<file path="src/serial_port_config_consts.svh">
`ifndef SERIAL_PORT_CONFIG_CONSTS_SVH
`define SERIAL_PORT_CONFIG_CONSTS_SVH

// Register address space
`define SPC_ADDR_W            12
`define SPC_ADDR_PORT_CFG     12'h000
`define SPC_ADDR_PART_IDENTIFIER      12'h003
`define SPC_ADDR_READBACK     12'h004
`define SPC_ADDR_TAG_LOW      12'h005
`define SPC_ADDR_TAG_HIGH     12'h006
`define SPC_ADDR_STEP         12'h001

// Field positions in the port configuration and readback registers
`define SPC_BIT_FOUR_WIRE     7
`define SPC_BIT_LSB_FIRST     6
`define SPC_BIT_SOFT_RESET    5
`define SPC_BIT_READBACK_ACT  0

// Byte and bit counting
`define SPC_BYTE_W            8
`define SPC_BIT_CNT_W         3
`define SPC_BIT_CNT_STEP      3'h1
`define SPC_BIT_CNT_LAST      3'h7
`define SPC_BYTE_ZERO         8'h00
`define SPC_RB_UNUSED_ZERO    7'h00
`define SPC_TAG_W             16
`define SPC_TAG_RESET         16'h0000

// Arbitrary neutral identifier value
`define SPC_PART_IDENTIFIER_DEFAULT   8'h5a

`endif

</file>
<file path="src/serial_port_config_pkg.sv">
`include "serial_port_config_consts.svh"

package serial_port_config_pkg;

    typedef enum logic [3:0] {
        ST_IDLE     = 4'h1,
        ST_NV_LOAD  = 4'h2,
        ST_DEFAULTS = 4'h4,
        ST_DONE     = 4'h8
    } soft_state_type;

    typedef struct packed {
        soft_state_type                 state;
        logic                           xfer_prev;
        logic                           is_read;
        logic [`SPC_ADDR_W-1:0]         addr;
        logic [`SPC_BIT_CNT_W-1:0]      bit_cnt;
        logic [`SPC_BYTE_W-1:0]         wr_shift;
        logic                           load_pend;
        logic                           four_wire;
        logic                           lsb_first;
        logic                           soft_req;
        logic                           readback_sel;
        logic [`SPC_TAG_W-1:0]          tag_buf;
        logic [`SPC_TAG_W-1:0]          tag_act;
        logic                           ext_wr_en;
        logic [`SPC_ADDR_W-1:0]         ext_wr_addr;
        logic [`SPC_BYTE_W-1:0]         ext_wr_data;
        logic                           soft_defaults;
    } regs_type;

    typedef struct packed {
        logic [`SPC_BYTE_W-1:0]         data;
        logic                           drive_bit;
    } shift_regs_type;

endpackage : serial_port_config_pkg

</file>
<file path="src/serial_pin_driver.sv">
`include "serial_port_config_consts.svh"

module serial_pin_driver (
    input  wire logic                    sys_clk_i,
    input  wire logic                    rst_n_i,
    input  wire logic                    load_i,
    input  wire logic [`SPC_BYTE_W-1:0]  load_data_i,
    input  wire logic                    shift_i,
    input  wire logic                    lsb_first_i,
    input  wire logic                    four_wire_i,
    input  wire logic                    read_active_i,
    output logic                         sdio_o,
    output logic                         sdio_oe_o,
    output logic                         serial_data_out_pin_o,
    output logic                         serial_data_out_pin_oe_o
);

    serial_port_config_pkg::shift_regs_type sh_reg;
    serial_port_config_pkg::shift_regs_type sh_next;
    logic [`SPC_BYTE_W-1:0]                 shifted;

    always_comb begin
        sh_next = sh_reg;
        shifted = sh_reg.data;
        if (load_i) begin
            sh_next.data      = load_data_i;
            sh_next.drive_bit = lsb_first_i ? load_data_i[0] : load_data_i[`SPC_BYTE_W-1];
        end else if (shift_i) begin
            if (lsb_first_i) begin
                shifted = {1'b0, sh_reg.data[`SPC_BYTE_W-1:1]};
            end else begin
                shifted = {sh_reg.data[`SPC_BYTE_W-2:0], 1'b0};
            end
            sh_next.data      = shifted;
            sh_next.drive_bit = lsb_first_i ? shifted[0] : shifted[`SPC_BYTE_W-1];
        end
    end

    always_ff @(posedge sys_clk_i or negedge rst_n_i) begin
        if (!rst_n_i) begin
            sh_reg <= '0;
        end else begin
            sh_reg <= sh_next;
        end
    end

    assign sdio_o                   = sh_reg.drive_bit;
    assign sdio_oe_o                = read_active_i & ~four_wire_i;
    assign serial_data_out_pin_o    = sh_reg.drive_bit;
    assign serial_data_out_pin_oe_o = read_active_i & four_wire_i;

endmodule : serial_pin_driver

</file>
<file path="src/serial_port_config_regs.sv">
// Notes on behaviour
// - Direction bit clear: data pin reads and writes, separate output pin undriven.
// - Direction bit set outside I2C mode: reads leave on the output pin, writes enter the data pin.
// - Order bit clear: most significant bit first, address decrements per byte.
// - Order bit set: least significant bit first, address increments per byte.
// - In I2C mode the order and address direction bit has no effect.
// - Writing one to the soft reset bit starts it; hardware clears it when done.
// - Soft reset with load select high reloads registers from nonvolatile storage.
// - Soft reset with load select low returns registers to on-chip defaults.
// - Read-only part identifier; writes to it are ignored.
// - Readback select clear: reads return buffer copies of registers.
// - Readback select set: reads return active registers.
// - Sixteen-bit version tag, low byte then high byte, host writable.
// - Version tag resets to zero and steers nothing else.
`include "serial_port_config_consts.svh"

module serial_port_config_regs #(
    parameter logic [`SPC_BYTE_W-1:0] PART_IDENTIFIER = `SPC_PART_IDENTIFIER_DEFAULT
) (
    input  wire logic                    sys_clk_i,
    input  wire logic                    rst_n_i,
    input  wire logic                    i2c_mode_i,
    input  wire logic                    nv_load_select_i,
    input  wire logic                    xfer_active_i,
    input  wire logic                    xfer_read_i,
    input  wire logic [`SPC_ADDR_W-1:0]  xfer_addr_i,
    input  wire logic                    bit_strobe_i,
    input  wire logic                    sdio_i,
    input  wire logic                    io_update_i,
    input  wire logic                    nv_wr_en_i,
    input  wire logic [`SPC_ADDR_W-1:0]  nv_wr_addr_i,
    input  wire logic [`SPC_BYTE_W-1:0]  nv_wr_data_i,
    input  wire logic                    nv_load_done_i,
    input  wire logic [`SPC_BYTE_W-1:0]  ext_rd_data_i,
    output logic                         sdio_o,
    output logic                         sdio_oe_o,
    output logic                         serial_data_out_pin_o,
    output logic                         serial_data_out_pin_oe_o,
    output logic                         four_wire_select_o,
    output logic                         lsb_first_o,
    output logic                         readback_active_o,
    output logic                         soft_reset_busy_o,
    output logic                         nv_load_req_o,
    output logic                         soft_defaults_o,
    output logic                         ext_wr_en_o,
    output logic [`SPC_ADDR_W-1:0]       ext_wr_addr_o,
    output logic [`SPC_BYTE_W-1:0]       ext_wr_data_o,
    output logic [`SPC_ADDR_W-1:0]       cur_addr_o
);

    localparam serial_port_config_pkg::regs_type REGS_RESET = '{
        state:   serial_port_config_pkg::ST_IDLE,
        default: '0
    };

    serial_port_config_pkg::regs_type regs_reg;
    serial_port_config_pkg::regs_type regs_next;

    logic                    eff_lsb;
    logic                    addr_incr;
    logic                    wr_hit;
    logic                    wr_from_nv;
    logic                    soft_set;
    logic [`SPC_ADDR_W-1:0]  wr_addr;
    logic [`SPC_BYTE_W-1:0]  wr_data;
    logic [`SPC_BYTE_W-1:0]  rd_byte;
    logic                    xfer_begin;
    logic                    shift_strobe;
    logic                    read_active;

    assign eff_lsb      = regs_reg.lsb_first & ~i2c_mode_i;
    assign addr_incr    = eff_lsb | i2c_mode_i;
    assign xfer_begin   = xfer_active_i & ~regs_reg.xfer_prev;
    assign shift_strobe = xfer_active_i & ~xfer_begin & bit_strobe_i & regs_reg.is_read;
    // Direction is unknown until the start edge latches it; never drive before then
    assign read_active  = xfer_active_i & ~xfer_begin & regs_reg.is_read;

    // Readback mux, selected by the current transfer address
    always_comb begin
        rd_byte = `SPC_BYTE_ZERO;
        case (regs_reg.addr)
            `SPC_ADDR_PORT_CFG: begin
                // Low nibble mirrors the high nibble; bit 4 and its mirror read zero
                rd_byte[`SPC_BIT_FOUR_WIRE]  = regs_reg.four_wire & ~i2c_mode_i;
                rd_byte[`SPC_BIT_LSB_FIRST]  = regs_reg.lsb_first & ~i2c_mode_i;
                rd_byte[`SPC_BIT_SOFT_RESET] = regs_reg.soft_req;
                rd_byte[2]                   = regs_reg.soft_req;
                rd_byte[1]                   = regs_reg.lsb_first & ~i2c_mode_i;
                rd_byte[0]                   = regs_reg.four_wire & ~i2c_mode_i;
            end
            `SPC_ADDR_PART_IDENTIFIER: begin
                rd_byte = PART_IDENTIFIER;
            end
            `SPC_ADDR_READBACK: begin
                rd_byte = {`SPC_RB_UNUSED_ZERO, regs_reg.readback_sel};
            end
            `SPC_ADDR_TAG_LOW: begin
                rd_byte = regs_reg.readback_sel ? regs_reg.tag_act[7:0]
                                                : regs_reg.tag_buf[7:0];
            end
            `SPC_ADDR_TAG_HIGH: begin
                rd_byte = regs_reg.readback_sel ? regs_reg.tag_act[15:8]
                                                : regs_reg.tag_buf[15:8];
            end
            default: begin
                rd_byte = ext_rd_data_i;
            end
        endcase
    end

    always_comb begin
        regs_next               = regs_reg;
        regs_next.ext_wr_en     = 1'b0;
        regs_next.soft_defaults = 1'b0;
        regs_next.load_pend     = 1'b0;
        regs_next.xfer_prev     = xfer_active_i;
        wr_hit                  = 1'b0;
        wr_from_nv              = 1'b0;
        soft_set                = 1'b0;
        wr_addr                 = regs_reg.addr;
        wr_data                 = `SPC_BYTE_ZERO;

        // Serial byte assembly and address sequencing
        if (xfer_begin) begin
            regs_next.addr      = xfer_addr_i;
            regs_next.bit_cnt   = '0;
            regs_next.is_read   = xfer_read_i;
            regs_next.load_pend = xfer_read_i;
        end else if (xfer_active_i && bit_strobe_i) begin
            if (!regs_reg.is_read) begin
                if (eff_lsb) begin
                    regs_next.wr_shift = {sdio_i, regs_reg.wr_shift[`SPC_BYTE_W-1:1]};
                end else begin
                    regs_next.wr_shift = {regs_reg.wr_shift[`SPC_BYTE_W-2:0], sdio_i};
                end
            end
            regs_next.bit_cnt = regs_reg.bit_cnt + `SPC_BIT_CNT_STEP;
            if (regs_reg.bit_cnt == `SPC_BIT_CNT_LAST) begin
                if (addr_incr) begin
                    regs_next.addr = regs_reg.addr + `SPC_ADDR_STEP;
                end else begin
                    regs_next.addr = regs_reg.addr - `SPC_ADDR_STEP;
                end
                regs_next.load_pend = regs_reg.is_read;
                if (!regs_reg.is_read) begin
                    wr_hit  = 1'b1;
                    wr_addr = regs_reg.addr;
                    wr_data = regs_next.wr_shift;
                end
            end
        end

        // Nonvolatile reload takes the write path while it runs
        if (regs_reg.state == serial_port_config_pkg::ST_NV_LOAD && nv_wr_en_i) begin
            wr_hit     = 1'b1;
            wr_from_nv = 1'b1;
            wr_addr    = nv_wr_addr_i;
            wr_data    = nv_wr_data_i;
        end

        if (wr_hit) begin
            case (wr_addr)
                `SPC_ADDR_PORT_CFG: begin
                    // Low nibble is only a mirror and is not stored
                    regs_next.four_wire = wr_data[`SPC_BIT_FOUR_WIRE];
                    regs_next.lsb_first = wr_data[`SPC_BIT_LSB_FIRST];
                    if (!wr_from_nv && wr_data[`SPC_BIT_SOFT_RESET]) begin
                        soft_set           = 1'b1;
                        regs_next.soft_req = 1'b1;
                    end
                end
                `SPC_ADDR_PART_IDENTIFIER: begin
                    regs_next.ext_wr_en = 1'b0;
                end
                `SPC_ADDR_READBACK: begin
                    regs_next.readback_sel = wr_data[`SPC_BIT_READBACK_ACT];
                end
                `SPC_ADDR_TAG_LOW: begin
                    regs_next.tag_buf[7:0] = wr_data;
                    if (wr_from_nv) begin
                        regs_next.tag_act[7:0] = wr_data;
                    end
                end
                `SPC_ADDR_TAG_HIGH: begin
                    regs_next.tag_buf[15:8] = wr_data;
                    if (wr_from_nv) begin
                        regs_next.tag_act[15:8] = wr_data;
                    end
                end
                default: begin
                    regs_next.ext_wr_en   = 1'b1;
                    regs_next.ext_wr_addr = wr_addr;
                    regs_next.ext_wr_data = wr_data;
                end
            endcase
        end

        // Buffer to active transfer
        if (io_update_i) begin
            regs_next.tag_act = regs_next.tag_buf;
        end

        // Soft reset sequence
        case (regs_reg.state)
            serial_port_config_pkg::ST_IDLE: begin
                if (regs_reg.soft_req) begin
                    if (nv_load_select_i) begin
                        regs_next.state = serial_port_config_pkg::ST_NV_LOAD;
                    end else begin
                        regs_next.state = serial_port_config_pkg::ST_DEFAULTS;
                    end
                end
            end
            serial_port_config_pkg::ST_NV_LOAD: begin
                if (nv_load_done_i) begin
                    regs_next.state = serial_port_config_pkg::ST_DONE;
                end
            end
            serial_port_config_pkg::ST_DEFAULTS: begin
                regs_next.four_wire     = 1'b0;
                regs_next.lsb_first     = 1'b0;
                regs_next.readback_sel  = 1'b0;
                regs_next.tag_buf       = `SPC_TAG_RESET;
                regs_next.tag_act       = `SPC_TAG_RESET;
                regs_next.soft_defaults = 1'b1;
                regs_next.state         = serial_port_config_pkg::ST_DONE;
            end
            serial_port_config_pkg::ST_DONE: begin
                // A new request landing now survives the self-clear
                regs_next.soft_req = soft_set;
                regs_next.state    = serial_port_config_pkg::ST_IDLE;
            end
            default: begin
                regs_next.state = serial_port_config_pkg::ST_IDLE;
            end
        endcase
    end

    always_ff @(posedge sys_clk_i or negedge rst_n_i) begin
        if (!rst_n_i) begin
            regs_reg <= REGS_RESET;
        end else begin
            regs_reg <= regs_next;
        end
    end

    serial_pin_driver u_pin_driver (
        .sys_clk_i                (sys_clk_i),
        .rst_n_i                  (rst_n_i),
        .load_i                   (regs_reg.load_pend),
        .load_data_i              (rd_byte),
        .shift_i                  (shift_strobe),
        .lsb_first_i              (eff_lsb),
        .four_wire_i              (four_wire_select_o),
        .read_active_i            (read_active),
        .sdio_o                   (sdio_o),
        .sdio_oe_o                (sdio_oe_o),
        .serial_data_out_pin_o    (serial_data_out_pin_o),
        .serial_data_out_pin_oe_o (serial_data_out_pin_oe_o)
    );

    assign four_wire_select_o = regs_reg.four_wire & ~i2c_mode_i;
    assign lsb_first_o        = eff_lsb;
    assign readback_active_o  = regs_reg.readback_sel;
    assign soft_reset_busy_o  = regs_reg.soft_req;
    assign nv_load_req_o      = (regs_reg.state == serial_port_config_pkg::ST_NV_LOAD);
    assign soft_defaults_o    = regs_reg.soft_defaults;
    assign ext_wr_en_o        = regs_reg.ext_wr_en;
    assign ext_wr_addr_o      = regs_reg.ext_wr_addr;
    assign ext_wr_data_o      = regs_reg.ext_wr_data;
    assign cur_addr_o         = regs_reg.addr;

endmodule : serial_port_config_regs

</file>
<file path="config.mk">
export PLATFORM = sky130hd
export DESIGN_NAME = serial_port_config_regs
export DESIGN_NICKNAME = d
export VERILOG_FILES = /design/src/serial_port_config_pkg.sv /design/src/serial_pin_driver.sv /design/src/serial_port_config_regs.sv
export VERILOG_INCLUDE_DIRS = /design/src
export SDC_FILE = /design/constraint.sdc
export NUM_CORES = 1
export LEC_CHECK = 0
export ABC_AREA = 1
export BUFFER_PORTS_ARGS = -buffer_cell sky130_fd_sc_hd__buf_2
export CORE_MARGIN = 10
export CORE_UTILIZATION = 52
export DETAILED_ROUTE_END_ITERATION = 6
export GPL_TIMING_DRIVEN = 1
export PLACE_DENSITY = 0.86
export SYNTH_ARGS = -nofsm -noshare
export SYNTH_HDL_FRONTEND = slang
export SYNTH_SLANG_ARGS = --single-unit
</file>
<file path="constraint.sdc">
create_clock -name sys_clk_i -period 2.14 [get_ports sys_clk_i]
set_clock_uncertainty 0.1 [all_clocks]
set_input_delay 0.321 -clock sys_clk_i [delete_from_list [all_inputs] [get_ports sys_clk_i]]
set_output_delay 0.321 -clock sys_clk_i [all_outputs]
set_load 0.005 [all_outputs]
</file>
* Word level (Yosys, flattened, before mapping)
Cells that the tools add are included.
** Cells by class
- Add/sub/neg operators :: 3
- Multipliers :: 0
- Divide/modulo/power cells :: 0
- Magnitude comparators :: 0
- Equality and inequality tests :: 15
- Shift operators :: 0
- Muxes and demuxes :: 53
- Bitwise gates (word level) :: 15
- Reduce and logical (&&, ||, !) cells :: 30
** Operator list (count)
- $mux W8 :: 15
- $eq A12 B3 Y1 const B :: 6
- $mux W57 :: 1
- $mux W12 :: 3
- $mux W33 :: 1
- $pmux W3 S5 :: 2
- $eq A12 B2 Y1 const B :: 2
- $logic_not A12 Y1 :: 2
- $mux W24 :: 1
- $mux W20 :: 1
- $mux W1 :: 18
- $mux W9 :: 2
- $reduce_bool A2 Y1 :: 9
- $mux W16 :: 1
- $mux W15 :: 1
- $add A12 B1 Y12 const B :: 1
- $pmux W4 S3 :: 1
- $reduce_and A2 Y1 :: 6
- $reduce_bool A3 Y1 :: 4
- $sub A12 B1 Y12 const B :: 1
- $and A1 B1 Y1 :: 9
- $reduce_and A3 Y1 :: 3
- $mux W4 :: 2
- $pmux W2 S4 :: 1
- other kinds (15) :: 23
** Word-level totals
- Bits in registers :: 97
- Latch bits :: 0
- Bits in writable memories :: 0
- ROM bits :: 0
- Input port bits :: 51
- Output and inout port bits :: 43
- Word-level logic and storage cells :: 136
- Memories kept :: 0

* Logic depth before layout (Yosys ltp)
- Depth after elaboration :: 15
- Depth in mapped cells :: 17
- Gate-level depth less buffers :: 14

* Modules after synthesis
A second synthesis with hierarchy kept.
** Second synthesis, totals
- Cell total of the unflattened synthesis :: 905
- Area, all modules :: 6337.3 um^2
** Modules (own cells, without submodules)
- serial_port_config_regs :: instances 1, cells each 838, area each 5798.1 um^2, sequential area each 2203.4 um^2
- serial_pin_driver :: instances 1, cells each 67, area each 539.3 um^2, sequential area each 225.2 um^2

* Least setup slack after synthesis
Ideal clock, no wire load.
- Kind :: flip-flop to flip-flop
- From :: register regs_reg[56] in the netlist's numbering
- To :: register regs_reg (netlist bit cur_addr_o[8])
- Library setup time :: 0.129 ns
- Data arrival time :: 2.004 ns
- Data required time :: 1.911 ns
- Slack :: -0.093 ns
- Cell stages (with the launch flop) :: 13
- Buffers on the path :: 1
- Period minus slack after synthesis :: 2.233 ns
- Path through :: dfrtp_1 > nor2_2 > buf_2 > xor2_1 > ha_1 > o21bai_1 > nand3_1 > nand2_1 > nand3_1 > nand2_1 > a21oi_1 > o21ai_0 > nand3_1
** On the way
- Cells in the longest elaborated chain, start to end :: 6
** RTL lines
- start: declaration :: RTL line serial_port_config_regs.sv:56 : serial_port_config_pkg::regs_type regs_reg;
- start signal: assignment :: RTL line serial_port_config_regs.sv:243 : regs_reg <= regs_next;
- $and A1 B1 Y1 :: RTL line serial_port_config_regs.sv:71 : assign eff_lsb = regs_reg.lsb_first & ~i2c_mode_i;
- $or A1 B1 Y1 :: RTL line serial_port_config_regs.sv:72 : assign addr_incr = eff_lsb | i2c_mode_i;
- $mux W12 :: RTL line serial_port_config_regs.sv:139 : if (addr_incr) begin
- $mux W12 :: RTL line serial_port_config_regs.sv:138 : if (regs_reg.bit_cnt == `SPC_BIT_CNT_LAST) begin
- $mux W24 :: RTL line serial_port_config_regs.sv:129 : end else if (xfer_active_i && bit_strobe_i) begin
- $mux W15 :: RTL line serial_port_config_regs.sv:124 : if (xfer_begin) begin
No other way between the ends. The select of a mux whose other input is x is not followed.
A chain may end at the register's enable or synchronous reset.

* Worst setup path in the final report
- From :: register regs_reg[85] in the netlist's numbering
- To :: register regs_reg[32] in the netlist's numbering
** On the way
- Cells in the longest elaborated chain, start to end :: 8
- Elaborated cells between the ends (all ways) :: 18
- Those cells by class :: eq/ne: 3; mux: 10; reduce/logical: 5
** RTL lines
- $eq A4 B2 Y1 :: RTL line serial_port_config_regs.sv:154 : if (regs_reg.state == serial_port_config_pkg::ST_NV_LOAD && nv_wr_en_i) begin
- $logic_and A1 B1 Y1 :: RTL line serial_port_config_regs.sv:154
- $mux W12 or $mux W8 (tied branches) :: RTL line serial_port_config_regs.sv:154
- $eq A12 B3 Y1 or $mux W8 (tied branches) :: RTL line serial_port_config_regs.sv:162, serial_port_config_regs.sv:186
- $mux W8 :: RTL line serial_port_config_regs.sv:162 : case (wr_addr)
- $mux W57 :: RTL line serial_port_config_regs.sv:161 : if (wr_hit) begin
- $mux W16 :: RTL line serial_port_config_regs.sv:199 : if (io_update_i) begin
- $mux W33 :: RTL line serial_port_config_regs.sv:204 : case (regs_reg.state)
Several ways; a longest one is shown, not always the timed one. The select of a mux whose other input is x is not followed.

==> impl_metrics.toml <==
[min_path]
min_path_type = "primary input to flip-flop"
hold_path_depth = 1
timing.hold.worst.start = "xfer_active_i"

[job]
max_cap_viol_count = 0

[die]
die_width_um = 130
die_height_um = 130
pin_count = 94
rows = 39
start_util_pct = 54.0
floorplan.die_area_mm2 = 0.0168
core-area_mm2 = 0.0116

[clock_network]
ctsRootBufferMaster = "sky130_fd_sc_hd__clkbuf_16"
clock_tree.buffer_depth = 2
htreeDepth = 3
cts_inserted_buffers = 9
clock_latency_ns = 0.36
tritoncts = "yes"
cts.clk_slew.worst_paths_ns = 0.07
cts.sink_count = 97

[final_layout]
nFillCells = 900
flip_flop_count_of_the_largest_register_after_layout = 52
final_layout_size_suffix_gt1_share_pct = 27.8
syn2layout_area_growth_pct = 26.8
diodes = 0
finalNonFillerCells = 1176
finish.net_count = 1083

[detailed_routing]
drtPass1Iterations = 5
routedWlPerCell_um = 18.0
via_count = 6975
detail-route-antenna-nets = 0
route.detailed.vias_per_inst = 5.93
drt_iter0_drc = 879
post-route-drc-count = 0
finalWirelength_um = 21200

[logic_synthesis]
synth.ff_latch_count = 97
ys_seq_area_share_pct = 38.9
synth-async-reset-ratio_pct = 100
area_share_of_the_largest_cell_type_after_synthesis_pct = 38.5
synth_largest_area_cell = "sky130_fd_sc_hd__dfrtp_1"
synthMostInstantiatedCell = "sky130_fd_sc_hd__nand2_1"
synth.lib_cells_used.distinct = 40
mappedNetlistArea_mm2 = 0.00624
post_synth_most_frequent_cells = "sky130_fd_sc_hd__nand2_1, sky130_fd_sc_hd__dfrtp_1, sky130_fd_sc_hd__nand3_1"
syn_inst = 894
synth-main-ff-cell = "sky130_fd_sc_hd__dfrtp_1"
syn-mean-instance-area_um2 = 6.98
synth_edf_count = 0
yosysWarnings = 0
netlist_top_cells_area = "sky130_fd_sc_hd__dfrtp_1, sky130_fd_sc_hd__nand2_1, sky130_fd_sc_hd__nand3_1"
synth.net_count = 949

[critical_path]
critical_path.startpoint = "regs_reg[85]"
worst-path-max-fanout = 8
worst-r2r-cell-count = 15
critical_path_required_ns = 2.28
critical_path.reg2reg.startpoint = "regs_reg[85]"
worst-setup-path-type = "flip-flop to flip-flop"
reg_to_reg_slack_setup_ns = -0.22
worstSetupEndpointType = "flip-flop"
cp_data_arrival_time_ns = 2.50
crit_start_category = "flip-flop"

[pwr]
vdd_ir_drop_max_mv = 0.525
pwr_density_cell_mw_per_mm2 = 882
cellLeakagePower_nw = 4.12

[grt]
track_usage_pct = 23.6
number_of_antenna_violations_at_the_first_check_in_global_routing = 0
grt_overflow_total = 0
first_global_vias = 6354
pin_count_of_the_biggest_net_entering_global_routing = 98
grt_pass1_wl_um = 31700

[place]
finalWeightedCongestion = 0.978
dp_cells = 1138
portBuffers = 93
dp_hpwl_um = 14100

[status]
violated_checks = "negative setup slack"
status = "finished with violations"

[sta]
grt_setup_unrepaired = "true"
fin_worst_hold_slack_ns = 0.0342
timing.fmax_mhz = 423
report.final.hold_viol_count = 0
final_max_slew_viol_count = 0
timing.max_slew.rel_slack_pct = 61.9
worst_pin_slew_ns = 0.572
timing.final.crit_share_pct = 110
final_critical_path_setup_slack_ns = -0.223
min_cycle_time_layout_ns = 2.36
setup_viol_count_final = 60
==> metrics by stage <==
| step | utilization [%] | cell area [µm²] | setup WS, ns | TNS, ns | total power [mW] |
|---|---|---|---|---|---|
| 2_1_floorplan | - | 6250 | 0.0304 | 0 | 4.12 |
| 3_3_place_gp | 61.0 | 7050 | -0.0553 | -0.269 | 4.79 |
| 3_5_place_dp | 61.0 | 7050 | -0.0781 | -1.00 | 4.86 |
| 4_1_cts | 65.8 | 7600 | -0.0279 | -0.312 | 6.71 |
| 5_1_grt | 68.4 | 7910 | -0.274 | -10.93 | 7.35 |
| 6_report | 68.4 | 7910 | -0.223 | -6.13 | 6.98 |
==> layer usage <==
metal / track usage [%] / vias to the layer above / part of all wire, %
met5: 0 / - / 0
met4: 11.7 / 0 / 5.0
met3: 6.44 / 116 / 12
met2: 35.4 / 478 / 44
met1: 30.7 / 3208 / 39
li1: - / 3173 / -
==> worst max-delay path, stage by stage (launching register included) <==
cell and delay (ns):
sky130_fd_sc_hd__dfrtp_1 0.39, sky130_fd_sc_hd__inv_2 0.08, sky130_fd_sc_hd__nor2_4 0.13, sky130_fd_sc_hd__nand3_4 0.13, sky130_fd_sc_hd__buf_6 0.16, sky130_fd_sc_hd__nand2_1 0.07
sky130_fd_sc_hd__nand2_1 0.09, sky130_fd_sc_hd__nor2_2 0.12, sky130_fd_sc_hd__nand2_2 0.09, sky130_fd_sc_hd__nor2_4 0.19, sky130_fd_sc_hd__buf_12 0.17, sky130_fd_sc_hd__nand3_4 0.14
sky130_fd_sc_hd__nand2_2 0.11, sky130_fd_sc_hd__nand3_1 0.09, sky130_fd_sc_hd__nand2_1 0.11, sky130_fd_sc_hd__nand2_1 0.07
==> repair_timing <==
item	4_1_cts	5_1_grt
gates resized for setup	39	63
buffers inserted	7	9
pin swaps	9	36
endpoints found under the setup margin	43	72
hold buffers	1	0
cloned	4	1
hold endpoints to repair	96	0
==> cell type report <==
class / instances / area, µm² / area share [%]
multi-input cells: 664 / 3410 / 43.1
clock buffers: 14 / 264 / 3.34
inverters: 68 / 258 / 3.26
well taps: 143 / 179 / 2.26
repair buffers: 188 / 1330 / 16.8
flip-flops and latches: 97 / 2430 / 30.7
clock inverters: 2 / 38.8 / 0.490
==> final timing paths <==
check,end
min in group asynchronous,cur_addr_o[5]
hold / removal,regs_reg[83]
setup reg to reg,regs_reg[32]
hold reg to reg,ext_wr_data_o[3]
max in group asynchronous,cur_addr_o[9]
setup / recovery,regs_reg[32]
==> cell usage in the layout, fill, tap and decap left out, types with 3 or more instances in the layout <==
| cell | count |
|---|---|
| sky130_fd_sc_hd__buf_2 | 92 |
| sky130_fd_sc_hd__inv_1 | 61 |
| sky130_fd_sc_hd__ha_1 | 3 |
| sky130_fd_sc_hd__buf_6 | 12 |
| sky130_fd_sc_hd__xor2_1 | 4 |
| sky130_fd_sc_hd__nand2_2 | 30 |
| sky130_fd_sc_hd__xor2_2 | 3 |
| sky130_fd_sc_hd__buf_12 | 3 |
| sky130_fd_sc_hd__mux2i_1 | 6 |
| sky130_fd_sc_hd__nor3_1 | 5 |
| sky130_fd_sc_hd__a21oi_1 | 28 |
| sky130_fd_sc_hd__nand3_2 | 4 |
| sky130_fd_sc_hd__nand2_1 | 281 |
| sky130_fd_sc_hd__inv_2 | 3 |
| sky130_fd_sc_hd__buf_4 | 75 |
| sky130_fd_sc_hd__nand2_4 | 7 |
| sky130_fd_sc_hd__a221oi_1 | 3 |
| sky130_fd_sc_hd__nand3b_1 | 5 |
| sky130_fd_sc_hd__o21ai_0 | 44 |
| sky130_fd_sc_hd__a21oi_2 | 3 |
| sky130_fd_sc_hd__nor2_2 | 7 |
| sky130_fd_sc_hd__clkbuf_1 | 3 |
| sky130_fd_sc_hd__nand3_1 | 84 |
| sky130_fd_sc_hd__nand4_1 | 27 |
| sky130_fd_sc_hd__nand4_2 | 5 |
| sky130_fd_sc_hd__nor2_4 | 11 |
| sky130_fd_sc_hd__clkbuf_16 | 10 |
| sky130_fd_sc_hd__nor2_1 | 69 |
| sky130_fd_sc_hd__nand3_4 | 3 |
| sky130_fd_sc_hd__o211ai_1 | 11 |
| sky130_fd_sc_hd__clkinv_1 | 3 |
| sky130_fd_sc_hd__o21ai_2 | 3 |
| sky130_fd_sc_hd__dfrtp_1 | 96 |
==> cell families after synthesis <==
logic type / synth area share (%)
and+or+nand+nor: 37.8
buffers and inverters: 11.0
AOI/OAI and AO/OA: 9.36
DFF: 38.9
xor gates and xnor gates: 1.12
muxes: 0.963
adders and majority gates: 0.802
==> power by group <==
| group | total [mW] | leakage (nW) | switching [mW] | internal (mW) |
|---|---|---|---|---|
| Sequential | 2.54 | 1.26 | 0.283 | 2.26 |
| Clock | 1.69 | 0.147 | 0.716 | 0.975 |
| Combinational | 2.74 | 2.71 | 1.66 | 1.09 |
No activity file was read; power rests on OpenSTA's default activity.
